<file path="config.mk">
export PLATFORM = sky130hd
export DESIGN_NAME = port_charge_ration_regs
export DESIGN_NICKNAME = d
export VERILOG_FILES = /design/src/ration_pkg.sv /design/src/port_ration_ctr.sv /design/src/port_charge_ration_regs.sv
export VERILOG_INCLUDE_DIRS = /design/src
export SDC_FILE = /design/constraint.sdc
export NUM_CORES = 1
export LEC_CHECK = 0
export BUFFER_PORTS_ARGS = -buffer_cell sky130_fd_sc_hd__buf_2
export CORE_ASPECT_RATIO = 0.75
export CORE_MARGIN = 1.5
export CORE_UTILIZATION = 28
export CTS_CLUSTER_SIZE = 10
export DETAILED_ROUTE_END_ITERATION = 12
export HOLD_SLACK_MARGIN = 0.05
export REMOVE_ABC_BUFFERS = 1
export SYNTH_ARGS = -nofsm -noshare
export SYNTH_HDL_FRONTEND = slang
export SYNTH_SLANG_ARGS = --single-unit
</file>
<file path="constraint.sdc">
create_clock -name sys_clk -period 12.8 [get_ports sys_clk]
set_clock_uncertainty 0.2 [all_clocks]
set_input_delay 2.56 -clock sys_clk [delete_from_list [all_inputs] [get_ports sys_clk]]
set_output_delay 2.56 -clock sys_clk [all_outputs]
set_load 0.005 [all_outputs]
</file>
<file path="src/ration_defines.svh">
// Purpose: Offsets, field positions, reset values and timing counts of the ration bank
// Assumes: 8-bit register port, byte addresses as used by the serial host
// Notes:   Definitions only
`ifndef RATION_DEFINES_SVH
`define RATION_DEFINES_SVH

// ----------------------------------------
// Register byte addresses
// ----------------------------------------
`define ADDR_P2_LIMIT_HI      8'h1e
`define ADDR_P2_LIMIT_LO      8'h1f
`define ADDR_P1_LIMIT_HI      8'h20
`define ADDR_P1_LIMIT_LO      8'h21
`define ADDR_RATION_CONFIG    8'h22
`define ADDR_P2_LIMIT_BEH     8'h23
`define ADDR_P1_LIMIT_BEH     8'h24
`define ADDR_P2_TOTAL_B3      8'h16
`define ADDR_P1_TOTAL_B3      8'h1a

// ----------------------------------------
// Reset values
// ----------------------------------------
`define RST_CHARGE_LIMIT      16'hffff
`define RST_RATION_CONFIG     8'h11
`define RST_LIMIT_BEH         8'h96

// ----------------------------------------
// Ration configuration fields (port 1 high nibble, port 2 low nibble)
// ----------------------------------------
`define RC_P1_ON              7
`define RC_P1_CLEAR           6
`define RC_P1_RESP_HI         5
`define RC_P2_ON              3
`define RC_P2_CLEAR           2
`define RC_P2_RESP_HI         1

// ----------------------------------------
// Limit behaviour fields
// ----------------------------------------
`define LB_VOLT_HI            7
`define LB_DRAIN              5
`define LB_CUR_HI             4

// ----------------------------------------
// Timing
// ----------------------------------------
`define CLK_HZ                25000000
`define UPDATE_PERIOD_S       1
`define UPDATE_CYCLES         (`CLK_HZ * `UPDATE_PERIOD_S)
`define TOTAL_WIDTH           26
`define LIMIT_WIDTH           16

`endif

</file>
<file path="src/ration_pkg.sv">
// Purpose: Types shared by the ration bank
// Assumes: Nothing beyond SystemVerilog
// Notes:   Response codes of the two-bit ration behaviour field
package ration_pkg;
   typedef enum logic [1:0] {
      RESP_NONE       = 2'b00,
      RESP_REPORT     = 2'b01,
      RESP_DISCONNECT = 2'b10,
      RESP_IGNORE     = 2'b11
   } resp_e;
endpackage

</file>
<file path="src/port_ration_ctr.sv">
// Purpose: Per-port charge accumulator with threshold compare
// Assumes: Charge increments arrive already scaled to accumulator counts
// Notes:   Accumulates only on the one-second tick while active
`include "ration_defines.svh"
module port_ration_ctr #(
   parameter int TOTAL_W = `TOTAL_WIDTH,
   parameter int LIMIT_W = `LIMIT_WIDTH
) (
   input  wire logic                 sys_clk,
   input  wire logic                 reset_n,
   input  wire logic                 tick,
   input  wire logic                 active,
   input  wire logic                 ration_on,
   input  wire logic                 ration_clear,
   input  wire logic [15:0]          charge_step,
   input  wire logic [LIMIT_W-1:0]   charge_limit,
   output logic      [TOTAL_W-1:0]   charge_total,
   output logic                      quota_hit
);
   initial begin
      if (TOTAL_W < LIMIT_W + 10 || LIMIT_W < 1)
         $error("port_ration_ctr: unsupported widths");
   end

   typedef struct packed {
      logic [TOTAL_W-1:0] total;
      logic               hit;
   } st_s;

   st_s st_r;
   st_s st_nxt;

   // Threshold counts ~1024 accumulator counts (3.76 / 0.00367)
   logic [TOTAL_W:0] limit_scaled;
   logic [TOTAL_W:0] next_sum;
   assign limit_scaled = {1'b0, charge_limit, 10'h000};
   assign next_sum = {1'b0, st_r.total} + {{(TOTAL_W-15){1'b0}}, charge_step};

   always_comb begin
      st_nxt = st_r;
      if (!ration_on || ration_clear) begin
         st_nxt.total = '0;
         st_nxt.hit   = 1'b0;
      end else if (tick && active) begin
         // Saturate at all ones instead of wrapping past the accumulator maximum
         st_nxt.total = next_sum[TOTAL_W] ? '1 : next_sum[TOTAL_W-1:0];
         if (next_sum >= limit_scaled)
            st_nxt.hit = 1'b1;
      end
   end

   always_ff @(posedge sys_clk) begin
      if (!reset_n)
         st_r <= '0;
      else
         st_r <= st_nxt;
   end

   assign charge_total = st_r.total;
   assign quota_hit    = st_r.hit;
endmodule

</file>
<file path="src/port_charge_ration_regs.sv">
// Overview of operation
// Each port has a 16-bit writable threshold, 3.76 mAh per count, reset all ones.
// Ration enable low forces accumulated charge to zero and stops accumulation.
// Disabling rationing removes applied response and clears the port's ration flag.
// Ration clear zeroes charge, clears flag, releases alert if nothing else holds it.
// Host must return ration clear to zero before rationing works again.
// Two-bit minimum bus voltage select: 1.50, 1.75, 2.0, 2.25 V; reset 10.
// Drain bit connects internal 100 ohm load; host sets it when auto drain off.
// Manual drain has no timer; host times it and clears the bit.
// Drain bit ignored while auto drain enable is one; timed drain used instead.
// Switch stays on with drain set; internal load parallels the external load.
// Three-bit R2 minimum current select: 100 to 2130 mA over codes 000..101.
// Host keeps the two low reserved behaviour bits at their reset pattern 1,0.
// Behaviour registers lose contents in sleep and return to reset values.
// On each charge update compare with threshold; at or above, flag and respond.
// Accumulated charge updates once per second while in the active state.
// Accumulated charge is 26 bits, 0.00367 mAh per count.
// Two-bit response field, reset 01: off, report, disconnect-and-sleep, ignore.
//
// Purpose: Ration and current-limit behaviour register bank for a two-port switch
// Assumes: Byte-wide register port from the serial front end, one-cycle strobes
// Notes:   Response code 00 treated as no action
`include "ration_defines.svh"
module port_charge_ration_regs #(
   parameter int UPDATE_CYCLES = `UPDATE_CYCLES
) (
   input  wire logic        sys_clk,
   input  wire logic        reset_n,
   input  wire logic [7:0]  reg_addr,
   input  wire logic [7:0]  reg_wdata,
   input  wire logic        reg_wr,
   input  wire logic        reg_rd,
   input  wire logic        active,
   input  wire logic        sleep,
   input  wire logic        auto_drain_enable,
   input  wire logic        p1_switch_on,
   input  wire logic        p2_switch_on,
   input  wire logic        p1_other_alert,
   input  wire logic        p2_other_alert,
   input  wire logic [15:0] p1_charge_step,
   input  wire logic [15:0] p2_charge_step,
   output logic      [7:0]  reg_rdata,
   output logic             p1_drain_load,
   output logic             p2_drain_load,
   output logic             p1_switch_gate,
   output logic             p2_switch_gate,
   output logic             p1_alert_n,
   output logic             p2_alert_n,
   output logic             sleep_req,
   output logic             p1_quota_hit_flag,
   output logic             p2_quota_hit_flag,
   output logic      [1:0]  p1_min_bus_volt_sel,
   output logic      [1:0]  p2_min_bus_volt_sel,
   output logic      [2:0]  p1_r2_min_current_sel,
   output logic      [2:0]  p2_r2_min_current_sel
);
   initial begin
      if (UPDATE_CYCLES < 2)
         $error("port_charge_ration_regs: UPDATE_CYCLES too small");
   end

   localparam int TW = `TOTAL_WIDTH;

   // ----------------------------------------
   // State
   // ----------------------------------------
   typedef struct packed {
      logic [15:0] p1_charge_limit;
      logic [15:0] p2_charge_limit;
      logic [7:0]  ration_config;
      logic [7:0]  p1_limit_beh;
      logic [7:0]  p2_limit_beh;
      logic [31:0] tick_cnt;
      logic        tick;
      logic [7:0]  rdata;
      logic [1:0]  drain;
      logic [1:0]  gate;
      logic [1:0]  alert_n;
      logic        sleep_req;
   } st_s;

   st_s st_r;
   st_s st_nxt;

   logic [TW-1:0] p1_charge_total;
   logic [TW-1:0] p2_charge_total;
   logic          p1_hit;
   logic          p2_hit;

   // Response in force only while the flag is set
   function automatic logic resp_is(input logic [1:0] code, input ration_pkg::resp_e r);
      resp_is = (code == r);
   endfunction

   function automatic logic [7:0] total_byte(input logic [TW-1:0] t, input logic [1:0] idx);
      logic [31:0] w;
      w = {t, 6'h00};
      case (idx)
         2'd0:    total_byte = w[31:24];
         2'd1:    total_byte = w[23:16];
         2'd2:    total_byte = w[15:8];
         default: total_byte = w[7:0];
      endcase
   endfunction

   // ----------------------------------------
   // Per-port accumulators
   // ----------------------------------------
   port_ration_ctr #(.TOTAL_W(TW), .LIMIT_W(`LIMIT_WIDTH)) u_p1 (
      .sys_clk      (sys_clk),
      .reset_n      (reset_n),
      .tick         (st_r.tick),
      .active       (active),
      .ration_on    (st_r.ration_config[`RC_P1_ON]),
      .ration_clear (st_r.ration_config[`RC_P1_CLEAR]),
      .charge_step  (p1_charge_step),
      .charge_limit (st_r.p1_charge_limit),
      .charge_total (p1_charge_total),
      .quota_hit    (p1_hit)
   );

   port_ration_ctr #(.TOTAL_W(TW), .LIMIT_W(`LIMIT_WIDTH)) u_p2 (
      .sys_clk      (sys_clk),
      .reset_n      (reset_n),
      .tick         (st_r.tick),
      .active       (active),
      .ration_on    (st_r.ration_config[`RC_P2_ON]),
      .ration_clear (st_r.ration_config[`RC_P2_CLEAR]),
      .charge_step  (p2_charge_step),
      .charge_limit (st_r.p2_charge_limit),
      .charge_total (p2_charge_total),
      .quota_hit    (p2_hit)
   );

   // ----------------------------------------
   // Next state
   // ----------------------------------------
   logic [1:0] resp1;
   logic [1:0] resp2;
   assign resp1 = st_r.ration_config[`RC_P1_RESP_HI -: 2];
   assign resp2 = st_r.ration_config[`RC_P2_RESP_HI -: 2];

   always_comb begin
      st_nxt = st_r;

      // One-second update tick
      if (st_r.tick_cnt >= 32'(UPDATE_CYCLES - 1)) begin
         st_nxt.tick_cnt = '0;
         st_nxt.tick     = 1'b1;
      end else begin
         st_nxt.tick_cnt = st_r.tick_cnt + 32'h0000_0001;
         st_nxt.tick     = 1'b0;
      end

      if (reg_wr) begin
         case (reg_addr)
            `ADDR_P1_LIMIT_HI:   st_nxt.p1_charge_limit[15:8] = reg_wdata;
            `ADDR_P1_LIMIT_LO:   st_nxt.p1_charge_limit[7:0]  = reg_wdata;
            `ADDR_P2_LIMIT_HI:   st_nxt.p2_charge_limit[15:8] = reg_wdata;
            `ADDR_P2_LIMIT_LO:   st_nxt.p2_charge_limit[7:0]  = reg_wdata;
            `ADDR_RATION_CONFIG: st_nxt.ration_config         = reg_wdata;
            `ADDR_P2_LIMIT_BEH:  st_nxt.p2_limit_beh          = reg_wdata;
            `ADDR_P1_LIMIT_BEH:  st_nxt.p1_limit_beh          = reg_wdata;
            default: ;
         endcase
      end

      // Behaviour registers are volatile across sleep
      if (sleep) begin
         st_nxt.p1_limit_beh = `RST_LIMIT_BEH;
         st_nxt.p2_limit_beh = `RST_LIMIT_BEH;
      end

      st_nxt.rdata = 8'h00;
      if (reg_rd) begin
         case (reg_addr)
            `ADDR_P1_LIMIT_HI:   st_nxt.rdata = st_r.p1_charge_limit[15:8];
            `ADDR_P1_LIMIT_LO:   st_nxt.rdata = st_r.p1_charge_limit[7:0];
            `ADDR_P2_LIMIT_HI:   st_nxt.rdata = st_r.p2_charge_limit[15:8];
            `ADDR_P2_LIMIT_LO:   st_nxt.rdata = st_r.p2_charge_limit[7:0];
            `ADDR_RATION_CONFIG: st_nxt.rdata = st_r.ration_config;
            `ADDR_P2_LIMIT_BEH:  st_nxt.rdata = st_r.p2_limit_beh;
            `ADDR_P1_LIMIT_BEH:  st_nxt.rdata = st_r.p1_limit_beh;
            8'h16, 8'h17, 8'h18, 8'h19:
               st_nxt.rdata = total_byte(p2_charge_total, 2'(reg_addr - `ADDR_P2_TOTAL_B3));
            8'h1a, 8'h1b, 8'h1c, 8'h1d:
               st_nxt.rdata = total_byte(p1_charge_total, 2'(reg_addr - `ADDR_P1_TOTAL_B3));
            default: st_nxt.rdata = 8'h00;
         endcase
      end

      // Manual drain only counts while automatic drain is off
      st_nxt.drain[0] = st_r.p1_limit_beh[`LB_DRAIN] && !auto_drain_enable;
      st_nxt.drain[1] = st_r.p2_limit_beh[`LB_DRAIN] && !auto_drain_enable;

      // Switch follows enable regardless of drain; disconnect only on a hit
      st_nxt.gate[0] = p1_switch_on &&
                       !(p1_hit && resp_is(resp1, ration_pkg::RESP_DISCONNECT));
      st_nxt.gate[1] = p2_switch_on &&
                       !(p2_hit && resp_is(resp2, ration_pkg::RESP_DISCONNECT));

      // Flag clears drop the alert unless another source still holds it
      st_nxt.alert_n[0] = !(p1_other_alert ||
                            (p1_hit && !resp_is(resp1, ration_pkg::RESP_IGNORE) &&
                             !resp_is(resp1, ration_pkg::RESP_NONE)));
      st_nxt.alert_n[1] = !(p2_other_alert ||
                            (p2_hit && !resp_is(resp2, ration_pkg::RESP_IGNORE) &&
                             !resp_is(resp2, ration_pkg::RESP_NONE)));
      st_nxt.sleep_req = (p1_hit && resp_is(resp1, ration_pkg::RESP_DISCONNECT)) ||
                         (p2_hit && resp_is(resp2, ration_pkg::RESP_DISCONNECT));
   end

   always_ff @(posedge sys_clk) begin
      if (!reset_n) begin
         st_r                 <= '0;
         st_r.p1_charge_limit <= `RST_CHARGE_LIMIT;
         st_r.p2_charge_limit <= `RST_CHARGE_LIMIT;
         st_r.ration_config   <= `RST_RATION_CONFIG;
         st_r.p1_limit_beh    <= `RST_LIMIT_BEH;
         st_r.p2_limit_beh    <= `RST_LIMIT_BEH;
         st_r.alert_n         <= 2'b11;
      end else begin
         st_r <= st_nxt;
      end
   end

   // ----------------------------------------
   // Outputs
   // ----------------------------------------
   assign reg_rdata             = st_r.rdata;
   assign p1_drain_load         = st_r.drain[0];
   assign p2_drain_load         = st_r.drain[1];
   assign p1_switch_gate        = st_r.gate[0];
   assign p2_switch_gate        = st_r.gate[1];
   assign p1_alert_n            = st_r.alert_n[0];
   assign p2_alert_n            = st_r.alert_n[1];
   assign sleep_req             = st_r.sleep_req;
   assign p1_quota_hit_flag     = p1_hit;
   assign p2_quota_hit_flag     = p2_hit;
   assign p1_min_bus_volt_sel   = st_r.p1_limit_beh[`LB_VOLT_HI -: 2];
   assign p2_min_bus_volt_sel   = st_r.p2_limit_beh[`LB_VOLT_HI -: 2];
   assign p1_r2_min_current_sel = st_r.p1_limit_beh[`LB_CUR_HI -: 3];
   assign p2_r2_min_current_sel = st_r.p2_limit_beh[`LB_CUR_HI -: 3];
endmodule

</file>
==> results_dict.tcl <==
set metrics [dict create \
    boundaryPins 86 \
    post-synth-top-area-cell "sky130_fd_sc_hd__dfxtp_1" \
    grt_use_total_pct 16.87 \
    postRouteAntennaNets 0 \
    finalWeightedCongestion 0.9318 \
    worst_hold_path.endpoint "st_r[48]" \
    drt-total-wl_mm 29.69 \
    post_drt_via_cell_ratio 5.269 \
    wire_length_of_the_first_global_routing_pass_mm 46.42 \
    die_height_um 163.5 \
    drive_above_1_share_pct 12.73 \
    ordered_cell_list_for_the_critical_path "buf_2 -> ha_1 -> fa_1 -> a211oi_1 -> o21ai_1 -> a211oi_1 -> o31a_1 -> or2_1 -> nor2b_1 -> xor2_1 -> ha_1 -> a211oi_1 -> o21bai_1 -> a21oi_1 -> nor2_1 -> a2111oi_0 -> a21oi_1 -> a31o_2" \
    switching_share_pct 25.36 \
    worst_pin_slew_ns 1.105 \
    clk_latency_ns 0.44 \
    fp.dieW_um 217.0 \
    final_design_area_no_fill_um2 10830 \
    worst_path_largest_cell_delay_ns 0.54 \
    ir_drop_worst_vdd_v 0.00009360 \
    achievable-frequency_mhz 151.3 \
    setup_tns_ns 0 \
    synth_enable_flop_cells 0 \
    cts_tree "yes" \
    final_worst_slack_ns 6.190 \
    detail_route.wl_per_cell_um 17.80 \
    cap_viol_max_count 0 \
    cts-resized-gates 0 \
    hold_violations 0 \
    ys_types 81 \
    grt_overflow_total 0 \
    utilization_after_layout_pct 32.16 \
    worst_setup_hold_path_clk_slew_ns 0.07 \
    dp_slack_ns 5.870 \
    worst-r2r-cell-count 17 \
    final-instance-count-excl-fill 1668 \
    holdBufCountCts 0 \
    core-area_um2 33670 \
    clock_tree.htree_level_count 4 \
    share_seq_of_total_power_pct 45.6 \
    regToRegSetupSlack_ns 8.02 \
    clockPowerShare_pct 48.0 \
    row_count 58 \
    cp.required_ns 12.94 \
    cp-start-kind "input pin" \
    cts_setup_buffers 0 \
    switching_power_uw 275.2 \
    status "completed" \
    crit_start "p2_charge_step[0]" \
    timing.max_slew.rel_slack_pct 26.36 \
    numPortBuffers 85 \
    worst_path_most_repeated_cell "sky130_fd_sc_hd__a211oi_1" \
    vias 8788 \
    synth_top_area_share_pct 32.90 \
    hpwlAfterDp_mm 22.49 \
    timing.hold.worst.start "st_r[48]" \
    final-max-slew-violation-count 0 \
    place_area_um2 10240 \
    critical_path.slowest_cell "sky130_fd_sc_hd__a2111oi_0" \
    intPower_uw 810.1 \
    post_synth.cell_area_avg_um2 8.218 \
    synth_seq_cells 158 \
    worstPathMaxFanout 5 \
    min_path_cells 2 \
    antennaDiodeCount 0 \
    initial_antenna_violation_count 1 \
    p_per_area_nw_per_um2 100.2 \
    reg2reg_from "u_p2.charge_total[0]" \
    root_buffer "sky130_fd_sc_hd__clkbuf_16" \
    p_leak_uw 0.004608 \
    share_of_synthesized_registers_carrying_an_async_set_or_reset_pct 0 \
    pwr-share-comb_pct 6.4 \
    detailedRoute.firstIterationViolations 783 \
    numnets_final 1331 \
    grt_max_degree 60 \
    fin_crit_sh_pct 51.64 \
    layout_min_cycle_time_ns 6.610 \
    synthesis.instances 1170 \
    timing.final.setup_violations 0 \
    top_area_cells_in_the_synthesized_netlist "sky130_fd_sc_hd__dfxtp_1 33%, sky130_fd_sc_hd__ha_1 8.5%, sky130_fd_sc_hd__nand2_1 5.3%, sky130_fd_sc_hd__a21oi_1 4.2%, sky130_fd_sc_hd__nor2_1 3.7%" \
    synth_area_um2 9615 \
    first_global_vias 7999 \
    worstPathArrival_ns 6.74 \
    synth.yosys.seq_area_share_pct 32.90 \
    hold_path.class "flop to flop" \
    clock_sink_count 158 \
    reg2reg_to "u_p2.quota_hit" \
    die_area_um2 35470 \
    ctsLongestPathBuffers 2 \
    start_util_pct 28.56 \
    setup.worst_path.class "input pin to flop" \
    syn2layout_area_growth_pct 12.61 \
    unrepaired_setup_endpoints_after_global_routing "no" \
    cp_capture_type "flop" \
    total_instance_count_after_detailed_placement 1636 \
    drtPass1Iterations 6 \
    synth_warnings 0 \
    drc 0 \
    most_used_flip_flop_cell_after_synthesis "sky130_fd_sc_hd__dfxtp_1" \
    cts_inserted_buffers 17 \
]
==> cell families (layout without fill, tap and decap cells) <==
family / Yosys count / in the layout / synth area share [%]
buffers and inverters: 123 / 165 / 5.973
AND/OR/NAND/NOR: 421 / 421 / 21.35
XOR/XNOR: 71 / 71 / 6.467
multiplexers: 29 / 29 / 3.539
AO/OA/AOI/OAI: 300 / 300 / 20.86
flip-flops: 158 / 158 / 32.90
adder cells (fa/ha/maj): 67 / 67 / 8.874
other: 1 / 7 / 0.03900
==> state kept, by name (all words and copies together) (netlist names) <==
register               flops
p1_alert_n                 1
p1_drain_load              1
p1_min_bus_volt_sel        2
p1_r2_min_current_sel      3
p1_switch_gate             1
p2_alert_n                 1
p2_drain_load              1
p2_min_bus_volt_sel        2
p2_r2_min_current_sel      3
p2_switch_gate             1
reg_rdata                  8
resp1                      2
resp2                      2
sleep_req                  1
st_r                      75
u_p1.charge_total         26
u_p1.quota_hit             1
u_p2.charge_total         26
u_p2.quota_hit             1
==> Yosys cell counts, drive strengths merged, types with 5 or more instances <==
| library cell | number |
|---|---|
| nand2b | 7 |
| xnor2 | 36 |
| a211oi | 14 |
| and2 | 8 |
| o21bai | 6 |
| a21o | 13 |
| nand4 | 12 |
| o211ai | 27 |
| a311oi | 10 |
| a31oi | 19 |
| inv | 46 |
| o21ai | 55 |
| nand3 | 50 |
| nor2 | 98 |
| clkbuf | 35 |
| buf | 42 |
| xor2 | 35 |
| o21a | 8 |
| or2 | 5 |
| ha | 65 |
| and4 | 9 |
| a41o | 6 |
| nor4 | 6 |
| o221a | 7 |
| and3 | 21 |
| nand2 | 139 |
| mux2i | 25 |
| nor3 | 29 |
| a22oi | 11 |
| dfxtp | 158 |
| nor2b | 20 |
| o22ai | 11 |
| a21oi | 81 |
| nand3b | 7 |
==> per-stage QoR <==
stage,hold slack (ns),power (uW)
3_5_place_dp,0.2527,574.3
2_1_floorplan,0.2366,538.4
6_report,0.2636,1085
5_1_grt,0.2778,1118
3_3_place_gp,0.2433,573.9
4_1_cts,0.2619,1093
==> cell usage in the layout (no fill, tap or decap), drive strengths merged, types with 25 or more instances in the layout <==
cell / count
xnor2: 36
a21oi: 81
buf: 87
o211ai: 27
dfxtp: 158
nor2: 98
nor3: 29
o21ai: 55
xor2: 35
ha: 65
nand3: 50
inv: 53
mux2i: 25
nand2: 139
==> final cells by class <==
type	instances	area (um2)
Multi-Input combinational cell	895	5902
Clock buffer	19	432.9
Clock inverter	13	153.9
Timing Repair Buffer	87	440.4
Tap cell	450	563.0
Inverter	46	172.7
Fill cell	3595	22840
Sequential cell	158	3163
==> critical path: cells and delay by family <==
family          cells  cell delay (ns)
fa+ha+maj           3             0.96
compound gates     10             2.54
xor+xnor            1             0.15
buf+inv             1             0.10
simple gates        3             0.45
==> layer usage <==
metal  GRT usage (%)  part of all wire [%]
met5               0                     0
met4           3.346                   1.0
met1           26.07                    51
met3           5.177                    10
met2           22.22                    38
==> power groups by stage <==
stage	combinational, uW	sequential, uW	clock (uW)
after CTS	68.7	495	530
after global routing	76.0	495	548
after floorplan	32.7	506	0
after global placement	68.0	506	0
after detailed placement	68.5	506	0
final	69.8	495	521
==> worst max path at each step <==
stage	endpoint	slack, ns
2_1_floorplan	u_p2.quota_hit	6.55
3_3_place_gp	u_p2.quota_hit	6.02
3_5_place_dp	u_p2.quota_hit	5.87
4_1_cts	u_p2.quota_hit	6.25
5_1_grt	u_p2.quota_hit	5.84
6_report	u_p2.quota_hit	6.19
Note: power is estimated with default switching activity, not from simulation.
